File: config.mk
export PLATFORM = sky130hd
export DESIGN_NAME = mmpc_top
export DESIGN_NICKNAME = d
export VERILOG_FILES = /design/src/shared/mmpc_pkg.sv /design/src/shared/mmpc_mgmt_if.sv /design/src/hw/mmpc_frame_engine.sv /design/src/hw/mmpc_top.sv
export SDC_FILE = /design/constraint.sdc
export NUM_CORES = 1
export LEC_CHECK = 0
export BUFFER_PORTS_ARGS = -buffer_cell sky130_fd_sc_hd__buf_4
export CAP_MARGIN = 0
export CELL_PAD_IN_SITES_DETAIL_PLACEMENT = 1
export CELL_PAD_IN_SITES_GLOBAL_PLACEMENT = 2
export CORE_MARGIN = 2
export CORE_UTILIZATION = 28
export DETAILED_ROUTE_END_ITERATION = 6
export PLACE_DENSITY_LB_ADDON = 0.1
export SETUP_SLACK_MARGIN = 0.5
export SYNTH_ARGS = -nofsm -noshare
export SYNTH_HDL_FRONTEND = slang
export SYNTH_HIERARCHICAL = 1
export SYNTH_SLANG_ARGS = --single-unit
File: constraint.sdc
create_clock -name clock -period 2.1 [get_ports clock]
set_input_delay 0 -clock clock [delete_from_list [all_inputs] [get_ports clock]]
set_output_delay 0 -clock clock [all_outputs]
set_load 0.005 [all_outputs]
File: src/shared/mmpc_pkg.sv
// Constants, field layout and types for the MII management port control block
package mmpc_pkg;
  // Register map (word index on the plain register port)
  localparam int REG_ADDR_W = 4;
  localparam logic [3:0] ADDR_CONTROL_STATUS = 4'h0;
  localparam logic [3:0] ADDR_TARGET_SELECT = 4'h1;
  localparam logic [3:0] ADDR_MGMT_DATA = 4'h2;
  // Field positions in mii_control_status
  localparam int POS_BUSY = 31;
  localparam int POS_IDLE_LEVEL = 14;
  localparam int POS_RATE_LO = 12;
  localparam int POS_PHY_RESET = 6;
  localparam int POS_AUTONEG = 5;
  localparam int POS_DUPLEX = 4;
  localparam int POS_SPEED = 3;
  localparam int POS_LOOPBACK = 1;
  // Field positions in mii_target_select
  localparam int POS_PORT_LO = 5;
  localparam int POS_REGNUM_LO = 0;
  // Reset values
  localparam logic [1:0] RST_RATE = 2'h0;
  localparam logic RST_BIT = 1'b0;
  localparam logic [15:0] RST_WORD = 16'h0000;
  // Timing: clock and management clock maxima in kHz
  localparam int CLK_KHZ = 100000;
  localparam int MDC_KHZ_RATE0 = 2500;
  localparam int MDC_KHZ_RATE1 = 5000;
  localparam int MDC_KHZ_RATE2 = 10000;
  // Half period in cycles, rounded up so the clock never exceeds its maximum
  function automatic int half_cycles(input int khz);
    return (CLK_KHZ + 2 * khz - 1) / (2 * khz);
  endfunction
  localparam logic [5:0] HALF_RATE0 = 6'(half_cycles(MDC_KHZ_RATE0));
  localparam logic [5:0] HALF_RATE1 = 6'(half_cycles(MDC_KHZ_RATE1));
  localparam logic [5:0] HALF_RATE2 = 6'(half_cycles(MDC_KHZ_RATE2));
  // Management frame layout
  localparam logic [5:0] LAST_FRAME_BIT = 6'h3F;
  localparam logic [5:0] DRIVE_BITS_READ = 6'h2E;
  localparam logic [5:0] DATA_FIRST_BIT = 6'h30;
  localparam logic [31:0] PREAMBLE = 32'hFFFF_FFFF;
  localparam logic [1:0] FRAME_START = 2'h1;
  localparam logic [1:0] OP_READ = 2'h2;
  localparam logic [1:0] OP_WRITE = 2'h1;
  localparam logic [1:0] TA_WRITE = 2'h2;
  // PHY control register words for the setup frames
  localparam logic [4:0] PHY_CTRL_REG = 5'h00;
  localparam logic [15:0] CTRL_RESET_WORD = 16'h8000;
  localparam logic [15:0] CTRL_AUTONEG_WORD = 16'h1000;
  localparam int CTRL_SPEED_BIT = 13;
  localparam int CTRL_DUPLEX_BIT = 8;
  // Setup frame sequence after reset
  typedef enum logic [1:0] {
    SU_IDLE = 2'b00,
    SU_RESET = 2'b01,
    SU_MODE = 2'b10
  } mmpc_setup_e;
endpackage

File: src/shared/mmpc_mgmt_if.sv
// Link between the register block and the management frame engine
`timescale 1ns/1ps
interface mmpc_mgmt_if;
  logic start; // One-cycle frame launch
  logic isRead; // Frame is a read
  logic [4:0] portNum; // PHY address field
  logic [4:0] regNum; // Register address field
  logic [15:0] wrWord; // Write data field
  logic [1:0] rate; // Management clock rate code
  logic mdioIn; // Synchronised data pin level
  logic done; // One-cycle frame end
  logic [15:0] rdWord; // Word shifted in by a read
  logic mdc; // Management clock pin
  logic mdioOut; // Data pin drive value
  logic mdioOe; // Data pin drive enable
  modport ctrl (output start, isRead, portNum, regNum, wrWord, rate, mdioIn,
    input done, rdWord, mdc, mdioOut, mdioOe);
  modport eng (input start, isRead, portNum, regNum, wrWord, rate, mdioIn,
    output done, rdWord, mdc, mdioOut, mdioOe);
endinterface

File: src/hw/mmpc_frame_engine.sv
// Management frame engine: clock divider, frame shifter and read capture
`timescale 1ns/1ps
module mmpc_frame_engine
  import mmpc_pkg::*;
(
  input wire logic clock,
  input wire logic reset,
  mmpc_mgmt_if.eng mgmt
);

  //////////////////////
  // State
  typedef struct packed {
    logic active; // Frame in progress
    logic phase; // Low half (0) or high half (1) of a bit
    logic readOp; // Current frame is a read
    logic [5:0] bitIdx; // Bit being sent
    logic [5:0] halfCnt; // Cycles into the current half
    logic [63:0] shift; // Frame bits, MSB first
    logic [15:0] rdWord; // Captured read data
    logic done; // Frame end pulse
    logic mdc; // Clock pin
    logic mdioOut; // Data pin value
    logic mdioOe; // Data pin enable
  } mmpc_eng_s;

  mmpc_eng_s s_reg; // Registered state
  mmpc_eng_s s_next; // Next state

  // Half period per rate; reserved code runs slowest
  function automatic logic [5:0] half_limit(input logic [1:0] rate);
    case (rate)
      2'h1: return HALF_RATE1;
      2'h2: return HALF_RATE2;
      default: return HALF_RATE0;
    endcase
  endfunction

  //////////////////////
  // Next-state logic
  always_comb begin
    s_next = s_reg;
    s_next.done = 1'b0;
    if (reset) begin
      s_next = '0;
      s_next.mdioOut = 1'b1;
    end else if (!s_reg.active) begin
      // Idle: release the pin so its quiescent level can be watched
      s_next.mdc = 1'b0;
      s_next.mdioOe = 1'b0;
      s_next.mdioOut = 1'b1;
      if (mgmt.start) begin
        s_next.active = 1'b1;
        s_next.readOp = mgmt.isRead;
        s_next.bitIdx = '0;
        s_next.halfCnt = '0;
        s_next.phase = 1'b0;
        s_next.shift = {PREAMBLE, FRAME_START, mgmt.isRead ? OP_READ : OP_WRITE,
          mgmt.portNum, mgmt.regNum, mgmt.isRead ? 2'h3 : TA_WRITE,
          mgmt.isRead ? 16'hFFFF : mgmt.wrWord};
        s_next.mdioOut = 1'b1;
        s_next.mdioOe = 1'b1;
      end
    end else if (s_reg.halfCnt == half_limit(mgmt.rate) - 6'd1) begin
      s_next.halfCnt = '0;
      if (!s_reg.phase) begin
        // Rising edge: read data taken here
        s_next.phase = 1'b1;
        s_next.mdc = 1'b1;
        if (s_reg.readOp && s_reg.bitIdx >= DATA_FIRST_BIT) begin
          s_next.rdWord = {s_reg.rdWord[14:0], mgmt.mdioIn};
        end
      end else begin
        // Falling edge: next bit or finish
        s_next.phase = 1'b0;
        s_next.mdc = 1'b0;
        if (s_reg.bitIdx == LAST_FRAME_BIT) begin
          s_next.active = 1'b0;
          s_next.done = 1'b1;
          s_next.mdioOe = 1'b0;
          s_next.mdioOut = 1'b1;
        end else begin
          s_next.bitIdx = s_reg.bitIdx + 6'd1;
          s_next.shift = {s_reg.shift[62:0], 1'b0};
          s_next.mdioOut = s_reg.shift[62];
          // Reads release the pin from turnaround on
          s_next.mdioOe = !s_reg.readOp || (s_reg.bitIdx + 6'd1 < DRIVE_BITS_READ);
        end
      end
    end else begin
      s_next.halfCnt = s_reg.halfCnt + 6'd1;
    end
  end

  // State register
  always_ff @(posedge clock) begin
    s_reg <= s_next;
  end

  //////////////////////
  // Outputs
  assign mgmt.done = s_reg.done;
  assign mgmt.rdWord = s_reg.rdWord;
  assign mgmt.mdc = s_reg.mdc;
  assign mgmt.mdioOut = s_reg.mdioOut;
  assign mgmt.mdioOe = s_reg.mdioOe;

endmodule

File: src/hw/mmpc_top.sv
// MII management port control: registers, setup frames, pin tracking, loopback
`timescale 1ns/1ps
module mmpc_top
  import mmpc_pkg::*;
(
  input wire logic clock,
  input wire logic reset,
  input wire logic softReset,
  input wire logic portScanActive,
  input wire logic [REG_ADDR_W-1:0] regAddr,
  input wire logic [31:0] regWrData,
  input wire logic regWrite,
  input wire logic regRead,
  output logic [31:0] regRdData,
  input wire logic firstPollLoad,
  input wire logic [15:0] firstPollWord,
  output logic mdc,
  input wire logic mdioIn,
  output logic mdioOut,
  output logic mdioOe,
  output logic pinLevelChange,
  input wire logic [3:0] macTxd,
  input wire logic macTxEn,
  input wire logic macTxEr,
  output logic [3:0] macRxd,
  output logic macRxDv,
  output logic macRxEr,
  output logic macRxClk,
  output logic macCrs,
  output logic [3:0] phyTxd,
  output logic phyTxEn,
  output logic phyTxEr,
  input wire logic phyTxClk,
  input wire logic phyRxClk,
  input wire logic [3:0] phyRxd,
  input wire logic phyRxDv,
  input wire logic phyRxEr,
  input wire logic phyCrs
);

  //////////////////////
  // Types and state

  // Clock and receive pin group as sampled from the PHY
  typedef struct packed {
    logic txClk; // Transmit clock pin
    logic rxClk; // Receive clock pin
    logic [3:0] rxd; // Receive nibble
    logic rxDv; // Receive data valid
    logic rxEr; // Receive error
    logic crs; // Carrier sense
  } mmpc_phy_pins_s;

  typedef struct packed {
    logic [1:0] rate; // management_clock_rate
    logic phyResetOnStart; // phy_reset_on_start
    logic phyAutonegForce; // phy_autoneg_force
    logic phyFullDuplexForce; // phy_full_duplex_force
    logic phyFastSpeedForce; // phy_fast_speed_force
    logic internalLoopbackEnable; // internal_loopback_enable
    logic [4:0] targetPortNumber; // target_port_number
    logic [4:0] targetRegisterNumber; // target_register_number
    logic [15:0] managementDataWord; // management_data_word
    logic dataPinIdleLevel; // data_pin_idle_level
    logic levelChange; // Idle level change pulse
    mmpc_setup_e setup; // Setup frame sequence step
    logic frameActive; // A frame is launched and not yet done
    logic frameIsRead; // The launched frame is a read
    logic start; // Launch pulse to the engine
    logic [4:0] frameReg; // Register address of the launched frame
    logic [15:0] frameWord; // Write data of the launched frame
    logic [31:0] rdData; // Read data register
    logic mdioS1; // Data pin, first sync stage
    logic mdioS2; // Data pin, second sync stage
    mmpc_phy_pins_s phyS1; // PHY pins, first sync stage
    mmpc_phy_pins_s phyS2; // PHY pins, second sync stage
    logic [3:0] rxd; // Nibble to the MAC
    logic rxDv; // Valid to the MAC
    logic rxEr; // Error to the MAC
    logic rxClk; // Receive clock to the MAC
    logic crs; // Carrier to the MAC
    logic [3:0] txd; // Nibble to the PHY
    logic txEn; // Enable to the PHY
    logic txEr; // Error to the PHY
  } mmpc_top_s;

  mmpc_top_s s_reg; // Registered state
  mmpc_top_s s_next; // Next state

  mmpc_mgmt_if mgmt (); // Link to the frame engine

  // PHY control word for the mode setup frame
  function automatic logic [15:0] mode_word(input logic an, input logic fd,
      input logic sp);
    logic [15:0] w;
    w = '0;
    if (an) begin
      w = CTRL_AUTONEG_WORD;
    end else begin
      w[CTRL_SPEED_BIT] = sp;
      w[CTRL_DUPLEX_BIT] = fd;
    end
    return w;
  endfunction

  //////////////////////
  // Frame engine
  mmpc_frame_engine u_engine (
    .clock(clock),
    .reset(reset),
    .mgmt(mgmt)
  );

  assign mgmt.start = s_reg.start;
  assign mgmt.isRead = s_reg.frameIsRead;
  assign mgmt.portNum = s_reg.targetPortNumber;
  assign mgmt.regNum = s_reg.frameReg;
  assign mgmt.wrWord = s_reg.frameWord;
  assign mgmt.rate = s_reg.rate;
  assign mgmt.mdioIn = s_reg.mdioS2;

  //////////////////////
  // Next-state logic
  always_comb begin
    logic dataHit;
    logic hostWr;
    logic hostRd;
    logic [31:0] rd;
    dataHit = (regAddr == ADDR_MGMT_DATA);
    hostWr = regWrite && dataHit && !s_reg.frameActive;
    hostRd = regRead && dataHit && !s_reg.frameActive;
    rd = '0;
    s_next = s_reg;
    s_next.start = 1'b0;
    s_next.levelChange = 1'b0;

    // Pin synchronisers
    s_next.mdioS1 = mdioIn;
    s_next.mdioS2 = s_reg.mdioS1;
    s_next.phyS1 = {phyTxClk, phyRxClk, phyRxd, phyRxDv, phyRxEr, phyCrs};
    s_next.phyS2 = s_reg.phyS1;

    // Register writes to control and target fields
    if (regWrite && regAddr == ADDR_CONTROL_STATUS) begin
      s_next.rate = regWrData[POS_RATE_LO +: 2];
      s_next.phyResetOnStart = regWrData[POS_PHY_RESET];
      s_next.phyAutonegForce = regWrData[POS_AUTONEG];
      s_next.phyFullDuplexForce = regWrData[POS_DUPLEX];
      s_next.phyFastSpeedForce = regWrData[POS_SPEED];
      s_next.internalLoopbackEnable = regWrData[POS_LOOPBACK];
    end
    if (regWrite && regAddr == ADDR_TARGET_SELECT) begin
      s_next.targetPortNumber = regWrData[POS_PORT_LO +: 5];
      s_next.targetRegisterNumber = regWrData[POS_REGNUM_LO +: 5];
    end
    if (firstPollLoad) begin
      s_next.targetPortNumber = firstPollWord[POS_PORT_LO +: 5];
    end

    // Host launches first; refused while busy
    if (hostWr) begin
      s_next.managementDataWord = regWrData[15:0];
      s_next.frameWord = regWrData[15:0];
      s_next.frameReg = s_reg.targetRegisterNumber;
      s_next.frameIsRead = 1'b0;
      s_next.frameActive = 1'b1;
      s_next.start = 1'b1;
    end else if (hostRd) begin
      s_next.frameReg = s_reg.targetRegisterNumber;
      s_next.frameIsRead = 1'b1;
      s_next.frameActive = 1'b1;
      s_next.start = 1'b1;
    end else if (!s_reg.frameActive && portScanActive) begin
      // Setup frames toward the PHY control register
      case (s_reg.setup)
        SU_RESET: begin
          if (s_reg.phyResetOnStart) begin
            s_next.frameWord = CTRL_RESET_WORD;
            s_next.frameReg = PHY_CTRL_REG;
            s_next.frameIsRead = 1'b0;
            s_next.frameActive = 1'b1;
            s_next.start = 1'b1;
          end
          s_next.setup = SU_MODE;
        end
        SU_MODE: begin
          s_next.frameWord = mode_word(s_reg.phyAutonegForce,
            s_reg.phyFullDuplexForce, s_reg.phyFastSpeedForce);
          s_next.frameReg = PHY_CTRL_REG;
          s_next.frameIsRead = 1'b0;
          s_next.frameActive = 1'b1;
          s_next.start = 1'b1;
          s_next.setup = SU_IDLE;
        end
        default: begin
          s_next.setup = SU_IDLE;
        end
      endcase
    end

    // Frame end: a read stores the PHY word
    if (mgmt.done) begin
      s_next.frameActive = 1'b0;
      if (s_reg.frameIsRead) begin
        s_next.managementDataWord = mgmt.rdWord;
      end
    end

    // Idle level follows the pin only between frames
    if (!s_reg.frameActive) begin
      s_next.dataPinIdleLevel = s_reg.mdioS2;
      s_next.levelChange = (s_reg.mdioS2 != s_reg.dataPinIdleLevel);
    end

    // Register read, answered in the next cycle
    if (regRead) begin
      case (regAddr)
        ADDR_CONTROL_STATUS: begin
          rd[POS_BUSY] = s_reg.frameActive;
          rd[POS_IDLE_LEVEL] = s_reg.dataPinIdleLevel;
          rd[POS_RATE_LO +: 2] = s_reg.rate;
          rd[POS_PHY_RESET] = s_reg.phyResetOnStart;
          rd[POS_AUTONEG] = s_reg.phyAutonegForce;
          rd[POS_DUPLEX] = s_reg.phyFullDuplexForce;
          rd[POS_SPEED] = s_reg.phyFastSpeedForce;
          rd[POS_LOOPBACK] = s_reg.internalLoopbackEnable;
        end
        ADDR_TARGET_SELECT: begin
          rd[POS_PORT_LO +: 5] = s_reg.targetPortNumber;
          rd[POS_REGNUM_LO +: 5] = s_reg.targetRegisterNumber;
        end
        ADDR_MGMT_DATA: begin
          rd[15:0] = s_reg.managementDataWord;
        end
        default: begin
          rd = '0;
        end
      endcase
    end
    s_next.rdData = rd;

    // MII data path, with the internal loopback
    if (s_reg.internalLoopbackEnable) begin
      s_next.rxd = macTxd;
      s_next.rxDv = macTxEn;
      s_next.rxEr = macTxEr;
      s_next.rxClk = s_reg.phyS2.txClk;
      s_next.crs = s_reg.phyS2.crs | macTxEn | s_reg.rxDv;
      s_next.txEn = 1'b0;
      s_next.txd = '0;
    end else begin
      s_next.rxd = s_reg.phyS2.rxd;
      s_next.rxDv = s_reg.phyS2.rxDv;
      s_next.rxEr = s_reg.phyS2.rxEr;
      s_next.rxClk = s_reg.phyS2.rxClk;
      s_next.crs = s_reg.phyS2.crs;
      s_next.txEn = macTxEn;
      s_next.txd = macTxd;
    end
    s_next.txEr = 1'b0;

    // Soft reset reruns setup, keeps fields
    if (softReset) begin
      s_next.setup = SU_RESET;
    end

    // Hard reset clears the control bits
    if (reset) begin
      s_next = '0;
      s_next.rate = RST_RATE;
      s_next.phyResetOnStart = RST_BIT;
      s_next.internalLoopbackEnable = RST_BIT;
      s_next.managementDataWord = RST_WORD;
      s_next.setup = SU_RESET;
    end
  end

  // State register
  always_ff @(posedge clock) begin
    s_reg <= s_next;
  end

  //////////////////////
  // Outputs
  assign regRdData = s_reg.rdData;
  assign mdc = mgmt.mdc;
  assign mdioOut = mgmt.mdioOut;
  assign mdioOe = mgmt.mdioOe;
  assign pinLevelChange = s_reg.levelChange;
  assign macRxd = s_reg.rxd;
  assign macRxDv = s_reg.rxDv;
  assign macRxEr = s_reg.rxEr;
  assign macRxClk = s_reg.rxClk;
  assign macCrs = s_reg.crs;
  assign phyTxd = s_reg.txd;
  assign phyTxEn = s_reg.txEn;
  assign phyTxEr = s_reg.txEr;

endmodule

# Word-level counts from Yosys, hierarchy flattened
# Index checks and enable logic that the tools add are counted.
[classes]
n_addsub = 3
magnitude_cmp = 2
eq_ne = 16
mux = 50
n_bitwise = 10
reduce_logical = 39
[ops]
columns = ["op", "count"]
rows = [
  ["two-way mux 64 bit", 2],
  ["two-way mux 16 bit", 7],
  ["two-way mux 84 bit", 1],
  ["two-way mux 79 bit", 1],
  ["two-way mux 76 bit", 1],
  ["two-way mux 24 bit", 2],
  ["case mux 24 bit (2 select lines)", 1],
  ["two-way mux 6 bit", 6],
  ["two-way mux 26 bit", 1],
  ["two-way mux 2 bit", 7],
  ["OR reduction 2 bit", 7],
  ["two-way mux 13 bit", 1],
  ["adder 6 x 1 -> 6 bit, second input constant", 2],
  ["case mux 3 bit (2 select lines)", 2],
  ["case mux 4 bit (3 select lines)", 1],
  ["AND reduction 4 bit", 3],
  ["two-way mux 10 bit", 1],
  ["case mux 5 bit (2 select lines)", 1],
  ["two-way mux 1 bit", 9],
  ["AND reduction 3 bit", 3],
  ["nonzero test 3 bit", 3],
  ["logical AND 1 bit", 8],
  ["two-way mux 8 bit", 1],
  ["inverter 1 bit", 8],
  ["other kinds (27)", 41],
]
[word_totals]
register_bits = 225
input_bits = 75
out_inout_bits = 50
elab_cells = 174

# Logic depth before layout (Yosys ltp)
# Gate-level depths: netlist (run 1).
[logic_depth]
depth_word = 8
mapped_depth = 9
depth_no_buf = 7

# Hierarchy
# Netlist (run 1), hierarchy kept.
[modules_own_cells]
columns = ["mod", "instances", "cells_each", "area_per_inst_um2", "seq_area_each_um2"]
rows = [
  ["mmpc_top", 1, 462, 4406.7, 2222.1],
  ["mmpc_frame_engine", 1, 499, 4222.8, 1961.9],
]

# Worst setup path before layout (run 1)
# OpenSTA, ideal clock, no wires.
[synth_timing]
path_kind = "flip-flop to flip-flop"
start = "reg s_reg (netlist bit mgmt.rate[0])"
end = "reg u_engine/s_reg[39] (netlist name)"
setup_ns = 0.134
arrival_time_ns = 2.156
required_ns = 1.966
slack_ns = -0.190
stages_incl_launch_ff = 10
path_buffers = 3
synth_period_minus_slack_ns = 2.290
cell_sequence = "dfxtp_1 > inv_1 > ha_1 > or3_1 > a211oi_4 > a41o_1 > buf_4 > buf_4 > buf_2 > a211oi_1"
[synth_via]
elab_chain_len = 8
elab_cells_between_ends = 9
cone_classes = "add/sub: 1; eq/ne: 4; mux: 3; reduce/logical: 1"
[synth_lines]
columns = ["item", "line_no", "source"]
rows = [
  ["start: declaration", "mmpc_top.sv:87", "mmpc_top_s s_reg;"],
  ["start signal: assignment", "mmpc_top.sv:280", "s_reg <= s_next;"],
  ["== test 2 bit / == test 2 x 1 -> 1 bit (equally long branches)", "mmpc_frame_engine.sv:32", "case (rate)"],
  ["case mux 5 bit (2 select lines) *", "mmpc_frame_engine.sv:32", ""],
  ["two-way mux 6 bit *", "mmpc_frame_engine.sv:47", "end else if (!s_reg.active) begin"],
  ["two-way mux 6 bit *", "mmpc_frame_engine.sv:44", "if (reset) begin"],
  ["subtractor 6 x 1 -> 6 bit *", "mmpc_frame_engine.sv:64", "end else if (s_reg.halfCnt == half_limit(mgmt.rate) - 6'd1) begin"],
  ["== test 6 bit *", "mmpc_frame_engine.sv:64", ""],
  ["inequality test 2 bit (no line) *", "-", ""],
  ["AND reduction 4 bit (no line) *", "-", ""],
  ["end signal: assignment", "mmpc_frame_engine.sv:97", "s_reg <= s_next;"],
  ["end: declaration", "mmpc_frame_engine.sv:27", "mmpc_eng_s s_reg;"],
]
# Mark *: on every way between the ends. The rest lies on a longest branch, timed or not. The select of a mux whose other input is x is not followed.
# A chain may end at the register's enable or synchronous reset.

# Worst setup path after layout (run 1)
[layout_timing]
start = "reg s_reg (netlist bit mgmt.rate[0])"
end = "reg u_engine/s_reg[80] (netlist name)"
# Same word-level chain as after synthesis.

==> results of run 1 <==
## timing repair
action                                  in CTS  in global routing
endpoints found under the setup margin     135                122
gates cloned                                 4                  2
hold buffers                                57                  0
endpoints found under the hold margin       92                  0
gates resized for setup                     40                 59
buffers inserted                             9                  3
pin swaps                                   10                 24
## metal layers
layer  GRT usage  wire length, um  share of wire  vias up
li1            -                -              -     3549
met1       0.225            12800           0.49     3474
met2       0.256            12200           0.46       91
met3      0.0245              881          0.033       30
met4      0.0341              459          0.017        0
met5           0                0              0        -
## cell usage after synthesis (2+ instances only)
cell      number
or3_1          2
nand4_1        5
xor2_1         2
and3b_1        2
nand3_1       18
nor3_1        85
o21ai_0       42
buf_1          2
nor3b_1        3
a22o_1        14
a221o_1        2
xnor2_1        4
nor2_1       133
dfxtp_1      209
nand3b_1       3
and3_1        13
inv_1          8
a22oi_1       21
buf_6          5
ha_1           7
buf_4         62
and2_1         6
a31oi_1       20
nor4b_1        3
clkbuf_1      35
a211oi_1      17
a41oi_1        2
nor2b_1       30
buf_2         16
mux2i_1       40
clkbuf_8       2
nand2b_1       7
a21oi_1       20
nand2_1       72
o41ai_1        2
a311oi_1      19
## layout make-up
| type | instances | share of cell area |
|---|---|---|
| timing repair buffer | 206 | 0.168 |
| clock buffer | 37 | 0.0616 |
| sequential | 209 | 0.353 |
| clock inverter | 6 | 0.00380 |
| tap | 396 | 0.0418 |
| multi-input combinational | 636 | 0.369 |
| inverter | 9 | 0.00306 |
## path summary, 6_finish.rpt
path                        endpoint  slack (ns)  depth (start not counted)
hold / removal             s_reg[90]        0.03                          4
setup reg to reg  u_engine/s_reg[80]       -0.08                         10
setup / recovery  u_engine/s_reg[80]       -0.08                         10
hold reg to reg               macCrs        0.43                          2
## cell usage in the layout, fill, tap and decap left out, drive strengths merged, types with 9 or more instances in the layout
cell type / synthesis / routed
a211oi: 19 / 19
a21oi: 20 / 20
a22o: 14 / 14
a22oi: 21 / 21
a311oi: 19 / 19
a31oi: 20 / 20
and3: 14 / 14
buf: 85 / 147
clkbuf: 37 / 39
conb: 1 / 16
dfxtp: 209 / 209
dlygate4sd3: 0 / 57
inv: 8 / 9
mux2i: 40 / 40
nand2: 73 / 73
nand3: 19 / 19
nor2: 134 / 134
nor2b: 31 / 31
nor3: 87 / 87
o21ai: 42 / 42
## where the power goes
group	switching [mW]	internal [mW]	total [mW]
Clock	1.73	2.40	4.13
Sequential	0.0645	4.05	4.11
Combinational	0.337	0.320	0.656
## cells by family after synthesis
kind of cell,after synthesis,share of synthesized area
and+or+nand+nor,393,0.218
DFF,209,0.485
AOI/OAI and AO/OA,173,0.140
buffers and inverters,131,0.0929
muxes,41,0.0477
adders and majority gates,7,0.0101
xor gates and xnor gates,6,0.00609
other,1,0.000435
## metrics by stage
step | area, sq um | total power [mW] | instances | hold WS [ns]
after floorplan | 9000 | 4.49 | 976 | 0.0768
after global placement | 9710 | 4.69 | 1381 | 0.184
after detailed placement | 9710 | 4.70 | 1381 | 0.189
after CTS | 11500 | 9.02 | 1494 | 0.00364
after global routing | 11900 | 9.29 | 1499 | 0.0615
final | 11900 | 8.90 | 1499 | 0.0267
## worst max-delay path, stage by stage (launching register included)
cell	delay, ns
dfxtp_2	0.33
inv_2	0.05
ha_4	0.21
or3_4	0.33
a211oi_4	0.31
nand4_1	0.15
buf_6	0.19
buf_12	0.14
buf_16	0.15
nor3_4	0.13
nor3_2	0.05
==> run metrics, run 1 <==
run status=complete, but fails checks; failing checks=setup timing; die height=180 um; Synth Register Bits=209; Worst-Margin Slew=0.643 ns; routed vias=7144; Rows=64; core footprint=30400 sq um; max reg flops=78; total gr overflow=0; die width=180 um; TritonCTS Buffers=25; Seq. cell area=4190 sq um; setup_tns=-2.12 ns; peak supply drop=0.539 mV; Lkg Pwr=4.47 nW; sequential share of the synthesized area=0.485; Syn Area/Cell=8.98 sq um; Die Area=32200 sq um; Iteration-0 DRC Markers=292; # Max-Cap Violations=0; Layout fillers=3447; Final Setup Violations=46; initial core utilization=0.284; # H-tree levels=1; first-pass GRT wire length=41900 um; Hold/Removal Path Class=input pin to flip-flop; Post-DP HPWL=16900 um; number of synthesized flops with an enable pin=0; largest net degree at the start of global routing=71; utilization after layout=0.390; cell taking the most area after synthesis=dfxtp_1; Max FO, Critical Path=8; Slew HR=0.571; CTS tree=yes; CP startpoint=mgmt.rate[0]; Netlist cell types=64; multi-input logic area=4380 sq um; fmax=0.458 GHz; power density over the cells=750 nW/um^2; PortBufs=81; Synth warnings=6; DR WL/cell=17.6 um; fin crit period=2.18 ns; final worst-path cycle share=1.04; RSZ-0062 raised after global routing=yes; Clock Pin Slew Worst Setup and Hold Paths=0.06 ns; clk_lat worst skew=0.54 ns; FFs w/ async S/R, synth=0; clk_skew=0.0200 ns; Area Growth Syn to Fin=37.5%; final worst slack=-0.0836 ns; initial antenna violation count=0; critical path class=flip-flop to flip-flop; largest cells by area after synthesis=dfxtp_1 48%, nor2_1 5.8%, buf_4 5.4%; final slew viol count=0; Synth Flop Type=dfxtp_1; DRT antenna net count=0; antenna diode count=0; Critical Path Start Type=flip-flop; maximum clock path buffer count=3; drt pass-1 iters=4; Via density=4.77; Crit path required time=2.50 ns; worst reg2reg path startpoint=mgmt.rate[0]; layout cells sized above 1=0.263; Place WS=-0.0757 ns; Root Driver=clkbuf_16; Placer Congestion=0.758; Final Hold Violating Endpoints=0; crit end category=flip-flop; worst hold start=regWrite; I/O pin total=125; Net count, final=1169; total wire length=26400 um; number of global-route vias before repair=7154; gr usage total=0.159; Clock Sinks=209; drc violations=0; Mapped Cells=961; share of the synthesized area in the top cell type=0.485; Arr. time, crit path=2.59 ns; synthesized area=8630 sq um
Power figures use the tool's default switching activity.
==> run 2: changes to the inputs <==
--- a/config.mk
+++ b/config.mk
@@ -11,6 +11,7 @@
 export CELL_PAD_IN_SITES_GLOBAL_PLACEMENT = 2
 export CORE_MARGIN = 2
 export CORE_UTILIZATION = 28
+export CTS_BUF_LIST = sky130_fd_sc_hd__clkbuf_16
 export DETAILED_ROUTE_END_ITERATION = 6
 export PLACE_DENSITY_LB_ADDON = 0.1
 export SETUP_SLACK_MARGIN = 0.5
==> run metrics, run 2 (synthesized netlist as in run 1, its figures left out) <==
core footprint=30400 sq um; TritonCTS Buffers=25; fin cells=1499; Final Setup Violations=75; final worst slack=-0.105 ns; final instance area=11700 sq um; utilization after layout=0.383; dpl cell area=9710 sq um; power density over the cells=741 nW/um^2; total power=8.64 mW; Net count, final=1169; Via density=4.76; crit end category=flip-flop; Area Growth Syn to Fin=35.2%; drt pass-1 iters=4; Placer Congestion=0.758; # Max-Cap Violations=0; antenna diode count=0; largest net degree at the start of global routing=71; hold_ws=0.0196 ns; setup_tns=-2.92 ns; commonest non-fill, non-tap cells in the layout=204 x dfxtp_1, 131 x nor2_1, 123 x buf_4; drc violations=0; run status=complete, but fails checks; dpl cells=1381; max reg flops=78; Hold/Removal Path Class=input pin to flip-flop; final slew viol count=0; PortBufs=81; fin crit period=2.21 ns; first-pass GRT wire length=42000 um; Root Driver=clkbuf_16; Worst-Margin Slew=0.643 ns; # H-tree levels=1; DR WL/cell=17.4 um; clk_lat worst skew=0.54 ns; CTS tree=yes; Crit path required time=2.50 ns; Clock Pin Slew Worst Setup and Hold Paths=0.06 ns; RSZ-0062 raised after global routing=yes; layout cells sized above 1=0.254; Critical Path Start Type=flip-flop; Rows=64; Place WS=-0.0757 ns; routed vias=7131; Slew HR=0.571; reg2reg setup slack=-0.11 ns; initial core utilization=0.284; Die Area=32200 sq um; failing checks=setup timing; commonest non-fill, non-tap cell in the layout=dfxtp_1; gr usage total=0.159; number of global-route vias before repair=7195; Arr. time, crit path=2.60 ns; Post-DP HPWL=16900 um; die height=180 um; total wire length=26200 um; initial antenna violation count=0; fmax=0.453 GHz; Iteration-0 DRC Markers=291; critical path class=flip-flop to flip-flop; die width=180 um; Max FO, Critical Path=8; Clock Sinks=209; maximum clock path buffer count=3; I/O pin total=125; Final Hold Violating Endpoints=0; Lkg Pwr=4.58 nW; clk_skew=0.0210 ns; final worst-path cycle share=1.05; total gr overflow=0; peak supply drop=0.511 mV; DRT antenna net count=0
## run 2: layout make-up
class,count,area (sq um)
fillers,3478,18800
multi-input cells,636,4270
flip-flops and latches,209,4190
repair buffers,206,1960
clock buffers,25,626
well taps,396,495
clock inverters,18,90.1
inverters,9,36.3
## run 2: repair_timing
action                                  4_1_cts  5_1_grt
hold buffers                                 57        0
hold endpoints to repair                     92        0
buffers inserted                             11        2
gates resized for setup                      49       39
pin swaps                                    12       37
endpoints found under the setup margin      135      122
cloned                                        5        0
## run 2: routing by layer
layer,up-vias,GRT usage,part of all wire
met3,35,0.0249,0.035
met4,0,0.0335,0.019
met2,94,0.259,0.47
met1,3453,0.223,0.48
li1,3549,-,-
met5,-,0,0
## run 2: worst max-delay path: stages, from the launching register on
cell and delay, ns:
dfxtp_2 0.33, inv_2 0.05, ha_4 0.21, or3_4 0.33, a211oi_4 0.32, nand4_1 0.15
buf_6 0.22, buf_12 0.14, buf_16 0.14, nor3_2 0.10, nor3_1 0.06
## run 2: where the power goes
part / leakage [nW] / internal (mW) / switching (mW)
Combinational: 2.51 / 0.319 / 0.334
Sequential: 1.70 / 4.05 / 0.0604
Clock: 0.379 / 2.15 / 1.73
## run 2: worst paths after layout
path / start / depth (start not counted) / endpoint
max reg2reg: mgmt.rate[0] / 10 / u_engine/s_reg[67]
min: regWrite / 4 / s_reg[90]
max: mgmt.rate[0] / 10 / u_engine/s_reg[67]
min reg2reg: s_reg[14] / 2 / macCrs
==> run 3: changes to the inputs <==
--- a/config.mk
+++ b/config.mk
@@ -5,6 +5,7 @@
 export SDC_FILE = /design/constraint.sdc
 export NUM_CORES = 1
 export LEC_CHECK = 0
+export ABC_AREA = 1
 export BUFFER_PORTS_ARGS = -buffer_cell sky130_fd_sc_hd__buf_4
 export CAP_MARGIN = 0
 export CELL_PAD_IN_SITES_DETAIL_PLACEMENT = 1
==> run metrics, run 3 <==
Worst-Margin Slew=0.710 ns; total power=9.62 mW; initial core utilization=0.283; final worst-path cycle share=0.890; Via density=4.40; fmax=0.535 GHz; count leader, synth=nand2_1; gr usage total=0.174; Net count, final=1660; Area Growth Syn to Fin=37.8%; Iteration-0 DRC Markers=275; Mapped Cells=1452; critical path class=flip-flop to flip-flop; Crit path required time=2.57 ns; max reg flops=78; Slew HR=0.526; Slowest cell on crit path=dfxtp_4; Max FO, Critical Path=8; Placer Congestion=0.739; hold path cells=8; Root Driver=clkbuf_16; hold_ws=0.0615 ns; drt pass-1 iters=4; power density over the cells=717 nW/um^2; commonest non-fill, non-tap cell in the layout=nand2_1; routed vias=9029; Synth warnings=6; die width=190 um; Synth Area in Simple Gates=0.301; Netlist cell types=37; largest cells by area after synthesis=dfxtp_1 43%, nand2_1 15%, nor2_1 10%; run status=completed; DR WL/cell=15.3 um; FFs w/ async S/R, synth=0; antenna diode count=0; Syn Area/Cell=6.70 sq um; synthesized area=9730 sq um; crit end category=flip-flop; largest net degree at the start of global routing=74; Post-DP HPWL=19100 um; Synth Flop Type=dfxtp_1; largest family of logic cells by synthesized area=simple AND/OR/NAND/NOR gates; Arr. time, crit path=2.34 ns; RSZ-0062 raised after global routing=yes; Final Hold Violating Endpoints=0; adder-cell share of the synthesized area=0.00900; layout cells sized above 1=0.243; Worst path max stage delay=0.39 ns; Hold/Removal Path Class=input pin to flip-flop; Die Area=36300 sq um; drc violations=0; Synth Register Bits=209; number of synthesized flops with an enable pin=0; initial antenna violation count=0; maximum clock path buffer count=3; cell taking the most area after synthesis=dfxtp_1; Critical Path Start Type=flip-flop; I/O pin total=125; # H-tree levels=1; clk_lat worst skew=0.55 ns; PortBufs=81; Clock Pin Slew Worst Setup and Hold Paths=0.06 ns; first-pass GRT wire length=50300 um; fin crit period=1.87 ns; setup_tns=0 ns; total wire length=31500 um; crit-path cells=inv_4 -> ha_4 -> nor2_4 -> nand2_1 -> nand2_2 -> nand3_4 -> nand2_4 -> nand3_4 -> buf_12 -> buf_12 -> nand2_2 -> nand2_1 -> nor2_1; CTS tree=yes; die height=190 um; Synth Area in Compound Gates=0.101; total gr overflow=0; peak supply drop=0.529 mV; DRT antenna net count=0; core footprint=34400 sq um; clk_skew=0.0134 ns; Rows=68; post-synthesis mux area share=0; share of the synthesized area in the top cell type=0.430; commonest non-fill, non-tap cells in the layout=308 x nand2_1, 224 x nor2_1, 202 x dfxtp_1; Clock Sinks=209; sequential share of the synthesized area=0.430; worst reg-to-reg path cell count=13; Final Setup Violations=0; number of global-route vias before repair=9415; Synth Area in XOR/XNOR=0.00360; TritonCTS Buffers=27; final slew viol count=0; Synth top cells by count=381 x nand2_1, 266 x nor2_1, 209 x dfxtp_1; # Max-Cap Violations=0; Lkg Pwr=6.06 nW
## run 3: cell types whose count changed after synthesis, sizes merged, moves of 40 or more
cell,before,now
nand2,73,386
inv,8,189
nor2,134,275
nor3,87,3
o21ai,42,120
mux2i,40,0
## run 3: layout make-up
cell class	count	area, sq um
Clock buffer	27	676
Timing Repair Buffer	208	2280
Tap cell	455	569
Multi-Input combinational cell	943	4800
Fill cell	4240	21000
Inverter	189	721
Clock inverter	22	155
Sequential cell	209	4200
## run 3: timing repair
item                                    4_1_cts  5_1_grt
gates resized for setup                     110      160
endpoints found under the hold margin        80        0
buffers inserted                             17        8
pin swaps                                    10       43
endpoints found under the setup margin      106      121
hold buffers                                 60        0
cloned                                       12        7
## run 3: through the flow
stage	worst slack, ns	std cells	instance area, sq um	util
floorplan	0.424	1467	9870	-
global placement	0.0789	1905	10600	0.307
detailed placement	0.0537	1905	10600	0.307
CTS	0.251	2043	12700	0.369
global route	0.107	2053	13400	0.390
finish	0.231	2053	13400	0.390
## run 3: routing by layer
metal  wire [um]  vias to the layer above  track usage
li1            -                     4618            -
met2       15200                      100        0.303
met1       14800                     4278        0.229
met4         432                        0       0.0343
met5           0                        -            0
met3        1000                       33       0.0236
## run 3: power by group
group | internal, mW | switching, mW
Sequential | 4.10 | 0.0713
Combinational | 0.486 | 0.569
Clock | 2.57 | 1.82
Total | 7.15 | 2.46
## run 3: final timing paths
| kind | from | to | slack, ns |
|---|---|---|---|
| worst max-delay path | mgmt.rate[0] | u_engine/s_reg[82] | 0.23 |
| worst min-delay path | regAddr[3] | regRdData[3] | 0.06 |
| worst max register to register | mgmt.rate[0] | u_engine/s_reg[82] | 0.23 |
| worst min register to register | s_reg[31] | s_reg[22] | 0.40 |
## run 3: kinds of logic (layout without fill, tap and decap cells)
kind of cell | Yosys count | after routing
adder cells (fa/ha/maj) | 7 | 7
XOR/XNOR | 4 | 4
buffers and inverters | 315 | 446
other | 1 | 16
flip-flops | 209 | 209
AO/OA/AOI/OAI | 190 | 190
AND/OR/NAND/NOR | 726 | 726
## run 3: critical path, delay by kind of cell (launching register included)
family                     cells  cell delay [ns]
buffers and inverters          3             0.39
adders and majority gates      1             0.23
DFF                            1             0.39
and+or+nand+nor                9             0.78
